File: src/wdt_regs.svh
// Register map, field positions, passwords and timing constants.
`ifndef WDT_REGS_SVH
`define WDT_REGS_SVH
`define WDT_ADDR_WRITE 16'hFFA8
`define WDT_ADDR_RD_CSR 16'hFFA8
`define WDT_ADDR_RD_CNT 16'hFFA9
`define WDT_PASS_CNT 8'h5A
`define WDT_PASS_CSR 8'hA5
`define WDT_CSR_RESET 8'h10
`define WDT_CSR_RSV_MASK 8'h10
`define WDT_CSR_WR_MASK 8'h6F
`define WDT_BIT_OVF 7
`define WDT_BIT_MODE 6
`define WDT_BIT_TME 5
`define WDT_BIT_RSTSEL 3
`define WDT_CNT_MAX 8'hFF
`define WDT_CNT_ZERO 8'h00
`define WDT_BYTE_ZERO 8'h00
`define WDT_RST_HOLD_CYC 10'd518
`define WDT_PRESC_W 12
`define WDT_CKS_W 3
`endif

File: src/wdt_pkg.sv
// Types shared by the watchdog interval timer.
package wdt_pkg;
  typedef enum logic [1:0] {
    WDT_RST_IDLE = 2'b00,
    WDT_RST_HOLD = 2'b01
  } wdt_rst_state_t;
endpackage : wdt_pkg

File: src/wdt_prescaler.sv
// Prescaler, cleared while the timer is off, and divide-ratio tick selection.
`timescale 1ns/1ns
`include "wdt_regs.svh"
module wdt_prescaler (
  input wire logic ref_clk_i,
  input wire logic arst_n_i,
  input wire logic clk_en_i,
  input wire logic run_i,
  input wire logic [`WDT_CKS_W-1:0] cks_i,
  output logic tick_o
);
  logic [`WDT_PRESC_W-1:0] presc_r;
  logic [`WDT_PRESC_W-1:0] presc_nxt;
  logic [7:0] taps;

  // Prescaler stays cleared while the timer is off so intervals start clean.
  assign presc_nxt = presc_r + {{(`WDT_PRESC_W-1){1'b0}}, 1'b1};

  always_ff @(posedge ref_clk_i or negedge arst_n_i) begin
    if (!arst_n_i) begin
      presc_r <= '0;
    end else if (clk_en_i) begin
      if (!run_i) begin
        presc_r <= '0;
      end else begin
        presc_r <= presc_nxt;
      end
    end
  end

  // A tick fires when the lower bits roll over: divide by 2, 32, 64, 128, 256, 512, 2048 or 4096.
  always_comb begin
    taps[0] = &presc_r[0:0];
    taps[1] = &presc_r[4:0];
    taps[2] = &presc_r[5:0];
    taps[3] = &presc_r[6:0];
    taps[4] = &presc_r[7:0];
    taps[5] = &presc_r[8:0];
    taps[6] = &presc_r[10:0];
    taps[7] = &presc_r[11:0];
  end

  assign tick_o = run_i & clk_en_i & taps[cks_i];
endmodule : wdt_prescaler

File: src/wdt_timer.sv
// Watchdog / interval timer with password-protected word writes.
`timescale 1ns/1ns
`include "wdt_regs.svh"
module wdt_timer
  import wdt_pkg::*;
(
  input wire logic ref_clk_i,
  input wire logic arst_n_i,
  input wire logic clk_en_i,
  input wire logic standby_i,
  input wire logic [15:0] addr_i,
  input wire logic wr_word_i,
  input wire logic [15:0] wdata_i,
  input wire logic rd_i,
  output logic [7:0] rdata_o,
  output logic timer_overflow_interrupt_o,
  output logic wdt_nmi_o,
  output logic chip_reset_o,
  output logic reset_out_pin_n_o,
  output logic reset_source_bit_o
);
  logic [7:0] wdt_count_r;
  logic overflow_flag_r;
  logic mode_select_bit_r;
  logic timer_enable_bit_r;
  logic rst_select_r;
  logic [2:0] clock_select_r;
  logic ovf_seen_r;
  logic reset_source_bit_r;
  logic [7:0] rdata_r;
  logic [9:0] hold_cnt_r;
  wdt_rst_state_t rst_state_r;
  logic tick;
  logic overflow;
  logic wr_addr_hit;
  logic wr_cnt;
  logic wr_csr;
  logic [7:0] csr_view;

  assign wr_addr_hit = wr_word_i && (addr_i == `WDT_ADDR_WRITE);
  assign wr_cnt = wr_addr_hit && (wdata_i[15:8] == `WDT_PASS_CNT);
  assign wr_csr = wr_addr_hit && (wdata_i[15:8] == `WDT_PASS_CSR);
  // Any other high byte matches neither decode, so nothing changes.

  wdt_prescaler u_presc (
    .ref_clk_i(ref_clk_i),
    .arst_n_i(arst_n_i),
    .clk_en_i(clk_en_i),
    .run_i(timer_enable_bit_r),
    .cks_i(clock_select_r),
    .tick_o(tick)
  );

  // Overflow is a real wrap only; a counter write in the same cycle cancels it.
  assign overflow = tick && !wr_cnt && (wdt_count_r == `WDT_CNT_MAX);

  always_ff @(posedge ref_clk_i or negedge arst_n_i) begin
    if (!arst_n_i) begin
      wdt_count_r <= `WDT_CNT_ZERO;
    end else if (clk_en_i) begin
      if (standby_i || !timer_enable_bit_r) begin
        wdt_count_r <= `WDT_CNT_ZERO;
      end else if (wr_cnt) begin
        wdt_count_r <= wdata_i[7:0];
      end else if (tick) begin
        wdt_count_r <= wdt_count_r + 8'h01;
      end
    end
  end

  // Control bits; standby clears all but the clock select field.
  always_ff @(posedge ref_clk_i or negedge arst_n_i) begin
    if (!arst_n_i) begin
      mode_select_bit_r <= 1'b0;
      timer_enable_bit_r <= 1'b0;
      rst_select_r <= 1'b0;
      clock_select_r <= 3'h0;
    end else if (clk_en_i) begin
      if (standby_i) begin
        mode_select_bit_r <= 1'b0;
        timer_enable_bit_r <= 1'b0;
        rst_select_r <= 1'b0;
      end else if (wr_csr) begin
        mode_select_bit_r <= wdata_i[`WDT_BIT_MODE];
        timer_enable_bit_r <= wdata_i[`WDT_BIT_TME];
        rst_select_r <= wdata_i[`WDT_BIT_RSTSEL];
        clock_select_r <= wdata_i[`WDT_CKS_W-1:0];
      end
    end
  end

  // Outside standby the flag clears only after being read set; a new overflow wins.
  always_ff @(posedge ref_clk_i or negedge arst_n_i) begin
    if (!arst_n_i) begin
      overflow_flag_r <= 1'b0;
      ovf_seen_r <= 1'b0;
    end else if (clk_en_i) begin
      if (standby_i) begin
        overflow_flag_r <= 1'b0;
        ovf_seen_r <= 1'b0;
      end else if (overflow) begin
        overflow_flag_r <= 1'b1;
        ovf_seen_r <= 1'b0;
      end else if (wr_csr && !wdata_i[`WDT_BIT_OVF] && ovf_seen_r) begin
        overflow_flag_r <= 1'b0;
        ovf_seen_r <= 1'b0;
      end else if (rd_i && addr_i == `WDT_ADDR_RD_CSR && overflow_flag_r) begin
        ovf_seen_r <= 1'b1;
      end
    end
  end

  assign csr_view = {overflow_flag_r, mode_select_bit_r, timer_enable_bit_r,
                     1'b1, rst_select_r, clock_select_r};

  always_ff @(posedge ref_clk_i or negedge arst_n_i) begin
    if (!arst_n_i) begin
      rdata_r <= `WDT_BYTE_ZERO;
    end else if (clk_en_i && rd_i) begin
      if (addr_i == `WDT_ADDR_RD_CSR) begin
        rdata_r <= csr_view;
      end else if (addr_i == `WDT_ADDR_RD_CNT) begin
        rdata_r <= wdt_count_r;
      end else begin
        rdata_r <= `WDT_BYTE_ZERO;
      end
    end
  end
  assign rdata_o = rdata_r;

  // Overflow events to the CPU; one-cycle pulses from flip-flops.
  always_ff @(posedge ref_clk_i or negedge arst_n_i) begin
    if (!arst_n_i) begin
      timer_overflow_interrupt_o <= 1'b0;
      wdt_nmi_o <= 1'b0;
    end else if (clk_en_i) begin
      timer_overflow_interrupt_o <= overflow && !mode_select_bit_r;
      wdt_nmi_o <= overflow && mode_select_bit_r && !rst_select_r;
    end
  end

  // Internal chip reset is held a fixed count; reset-out follows it.
  always_ff @(posedge ref_clk_i or negedge arst_n_i) begin
    if (!arst_n_i) begin
      rst_state_r <= WDT_RST_IDLE;
      hold_cnt_r <= 10'h000;
    end else if (clk_en_i) begin
      case (rst_state_r)
        WDT_RST_IDLE: begin
          if (overflow && mode_select_bit_r && rst_select_r) begin
            rst_state_r <= WDT_RST_HOLD;
            hold_cnt_r <= `WDT_RST_HOLD_CYC - 10'd1;
          end
        end
        WDT_RST_HOLD: begin
          if (hold_cnt_r == 10'h000) begin
            rst_state_r <= WDT_RST_IDLE;
          end else begin
            hold_cnt_r <= hold_cnt_r - 10'd1;
          end
        end
        default: begin
          rst_state_r <= WDT_RST_IDLE;
        end
      endcase
    end
  end
  assign chip_reset_o = (rst_state_r == WDT_RST_HOLD);
  assign reset_out_pin_n_o = !(rst_state_r == WDT_RST_HOLD);

  // Only the external reset pin sets the source bit back to one.
  always_ff @(posedge ref_clk_i or negedge arst_n_i) begin
    if (!arst_n_i) begin
      reset_source_bit_r <= 1'b1;
    end else if (clk_en_i && overflow && mode_select_bit_r && rst_select_r) begin
      reset_source_bit_r <= 1'b0;
    end
  end
  assign reset_source_bit_o = reset_source_bit_r;
endmodule : wdt_timer
File: config.mk
export PLATFORM = sky130hd
export DESIGN_NAME = wdt_timer
export DESIGN_NICKNAME = d
export VERILOG_FILES = /design/src/wdt_pkg.sv /design/src/wdt_prescaler.sv /design/src/wdt_timer.sv
export VERILOG_INCLUDE_DIRS = /design/src
export SDC_FILE = /design/constraint.sdc
export NUM_CORES = 1
export LEC_CHECK = 0
export ABC_AREA = 1
export BUFFER_PORTS_ARGS = -buffer_cell sky130_fd_sc_hd__buf_2
export CAP_MARGIN = 20
export CORE_MARGIN = 3
export CORE_UTILIZATION = 50
export DETAILED_ROUTE_END_ITERATION = 6
export GPL_TIMING_DRIVEN = 1
export HOLD_SLACK_MARGIN = 0.03
export PLACE_DENSITY = 0.7
export SYNTH_ARGS = -nofsm -noshare
export SYNTH_HDL_FRONTEND = slang
export SYNTH_SLANG_ARGS = --single-unit
export TNS_END_PERCENT = 5
File: constraint.sdc
create_clock -name ref_clk_i -period 2.9 [get_ports ref_clk_i]
set_clock_uncertainty 0.2 [all_clocks]
set_input_delay 0.725 -clock ref_clk_i [delete_from_list [all_inputs] [get_ports ref_clk_i]]
set_output_delay 0.725 -clock ref_clk_i [all_outputs]
set_load 0.05 [all_outputs]
==> impl_results.md <==
- Switching power: around 0.33 mW
- Setup bufs post-CTS: 0
- Number of detailed-route iterations in the first pass: 4
- DP HPWL: between 5000 and 6000 µm
- Final Cell Area: 3416 µm²
- Unrepaired setup endpoints after global routing: false
- Worst-path fanout max: 10
- Hold_ws: roughly 0.23 ns
- Initial core utilization: 0.5305
- Mapped Nets: 430
- Share of cells above drive strength 1: 0.2127
- Nets: between 400 and 500
- Setup TNS: 0 ns
- Top cells by area, synth: dfrtp_1 (41%), nand2_1 (12%), inv_1 (5.1%)
- Sink Count: 50
- Most frequent cells in the layout: nand2_1 (97), buf_2 (50), dfrtp_1 (49)
- Netlist cell types: 38
- Min-Delay Startpoint: rst_select_r
- Mapped cell area: roughly 3000 µm²
- Clock Path Buffers: 2
- Clk slew on worst S/H paths: roughly 0.090 ns
- Post-DRT Antenna Nets: 0
- Drt via density: roughly 5.3
- Final Hold Fails: 0
- Ys async rst share: 1.000
- Worst reg2reg path endpoint: hold_cnt_r[8]
- Vias: between 2,000 and 3,000
- Post-synth EDFFs: 0
- Critical path required time: between 2 and 3 ns
- Synth-to-layout area growth: 14.13%
- Critical R2R Launch: u_presc.presc_r[0]
- Post-synth top area share: 0.4097
- CTS root buffer: clkbuf_8
- Pwr per Cell Area: about 370 nW/µm²
- Static Leakage: ~1.7 nW
- Comb pwr share: 0.110
- Worst vdd rail ir drop: 0.2174 mV
- Post-Syn Instances: about 390
- Register share of total power: 0.559
- WHS Path Cells: 1
- CTS tree: yes
- First-pass GRT wire length: approximately 12,000 µm
- Yosys warns: 0
- Fraction of the cycle the final worst path needs: 0.8803
- Cts bufs inserted: 5
- Highest clock rate: just under 0.4 GHz
- CP startpoint kind: register
- Cts hold-fix bufs: 0
- Antenna Cells: 0
- Commonest non-fill, non-tap cell in the layout: nand2_1
- Slew Limit Headroom: 0.5733
- CP Class: register to register
- Synth Flop Type: dfrtp_1
- Outcome: complete, no violations
- P_int: around 0.94 mW
- Maxcap violations: 0
- Vias in the first global route: between 2,000 and 3,000
- Critical path arrival: around 2.6 ns
- Maximum level of the CTS H-tree: 2
- Flop-to-flop setup slack: ~0.35 ns
- Fin crit period: about 2.6 ns
- Final setup violation count: 0
- Die Y: approximately 83 µm
- Io pins: just over 50
- Post-synthesis sequential area ratio: 0.4185
- Hold Path Class: register to register
- Largest net degree at the start of global routing: between 50 and 60
- Cell count of the worst reg-to-reg path: 16
- Initial antenna violation count: 0
- Worst-Margin Slew: approximately 0.64 ns
- Die Wd: roughly 83 µm
- Clk pwr share: 0.331
- Final WL: 7006 µm
- Slew Limit Fails: 0
- Starting DRT DRC Count: between 150 and 200
- Die area: about 6900 µm²
- Yosys top cell by area: dfrtp_1
- # resized after CTS: 0
- Avg Inst Size Synth: 7.734 µm²
- Placement Cell Area: 3324 µm²
- # rows: 27
- Tot GR Track Use: 0.2131
- Placer Congestion: ~0.95
- Crit end category: register
- Hold Crit Endpoint: reset_source_bit_o
- Clk Latency, worst-skew pair: roughly 0.30 ns
- IO buf count: 50
- Drt drc: 0
- DR WL/cell: about 14 µm
- Gr ovfl total: 0
- Core area: roughly 5600 µm²
- Yosys reg bits: 50
- Sw Share: 0.2610
[critical path, cell delays in order, from the launching register on]
cell and delay (ns):
dfrtp_1 0.44, ha_1 0.24, nand2_2 0.14, nor2_4 0.05, nand2_1 0.10, inv_1 0.05, ha_1 0.17, nor2_1 0.10
nor2_1 0.04, nand2_1 0.06, nand2_1 0.05, nor2_2 0.24, nor2_4 0.07, nand3_2 0.15, nand2_2 0.18, nand2_1 0.10
nand2_1 0.05
[per-stage QoR]
stage,utilization,setup WS [ns],total power [mW],std cells
after floorplan,-,0.7413,0.8020,387
after detailed placement,0.5893,0.3778,0.8686,506
final,0.6055,0.3471,1.275,514
after global placement,0.5893,0.3909,0.8664,506
after global routing,0.6055,0.1426,1.333,514
after CTS,0.6055,0.3496,1.288,514
[sequential cells by signal (all words and copies together) (netlist names)]
register and cells:
wdt_nmi_o 1, timer_overflow_interrupt_o 1, rst_state_r 1, timer_enable_bit_r 1, wdt_count_r 8, rst_select_r 1
clock_select_r 3, u_presc.presc_r 12, rdata_o 8, mode_select_bit_r 1, hold_cnt_r 10, overflow_flag_r 1
reset_source_bit_o 1, ovf_seen_r 1
[kinds of logic (layout without fill, tap and decap cells)]
group,Yosys count,count (layout),synth area share
simple gates,210,210,0.3428
fa+ha+maj,5,5,0.02090
xor+xnor,8,8,0.02341
buf+inv,54,109,0.07316
flops,50,50,0.4185
compound gates,60,60,0.1212
[power groups by stage]
stage	clock network (mW)	registers [mW]	logic [mW]
after CTS	0.433	0.713	0.142
final	0.422	0.713	0.140
after global placement	0	0.727	0.140
after floorplan	0	0.767	0.0346
after detailed placement	0	0.727	0.142
after global routing	0.463	0.715	0.154
[how the worst max path moves through the flow]
stage	start	to	slack, ns
finish	u_presc.presc_r[0]	hold_cnt_r[8]	0.35
CTS	u_presc.presc_r[0]	hold_cnt_r[8]	0.35
detailed placement	u_presc.presc_r[0]	hold_cnt_r[8]	0.38
floorplan	u_presc.presc_r[0]	hold_cnt_r[0]	0.74
global route	u_presc.presc_r[0]	hold_cnt_r[9]	0.14
global placement	u_presc.presc_r[0]	hold_cnt_r[8]	0.39
[synthesized netlist by cell type (4+ instances only)]
master,instances
ha_1,5
a31oi_1,5
nor3_1,6
a21oi_1,17
nand2_1,97
xor2_1,7
nand3_1,26
o21ai_0,19
inv_1,41
o22ai_1,6
nor2_1,39
nand4_1,13
nor2_2,4
nand3_2,12
dfrtp_1,49
clkbuf_1,4
[routing by layer]
layer | vias up | track usage | routed length, µm
li1 | 1397 | - | -
met1 | 1245 | 0.2790 | 3136
met2 | 82 | 0.3506 | 3286
met3 | 17 | 0.04563 | 427
met4 | 0 | 0.07132 | 156
met5 | - | 0 | 0
[cell type report]
class                      instances  area (µm²)
inverter                          46       172.7
fill                             514        2226
tap                               72       90.09
multi-input combinational        283        1521
clock inverter                     1       5.005
clock buffer                       7       86.33
timing repair buffer              55       287.8
sequential                        50        1252
(Power assumes the default switching activity.)
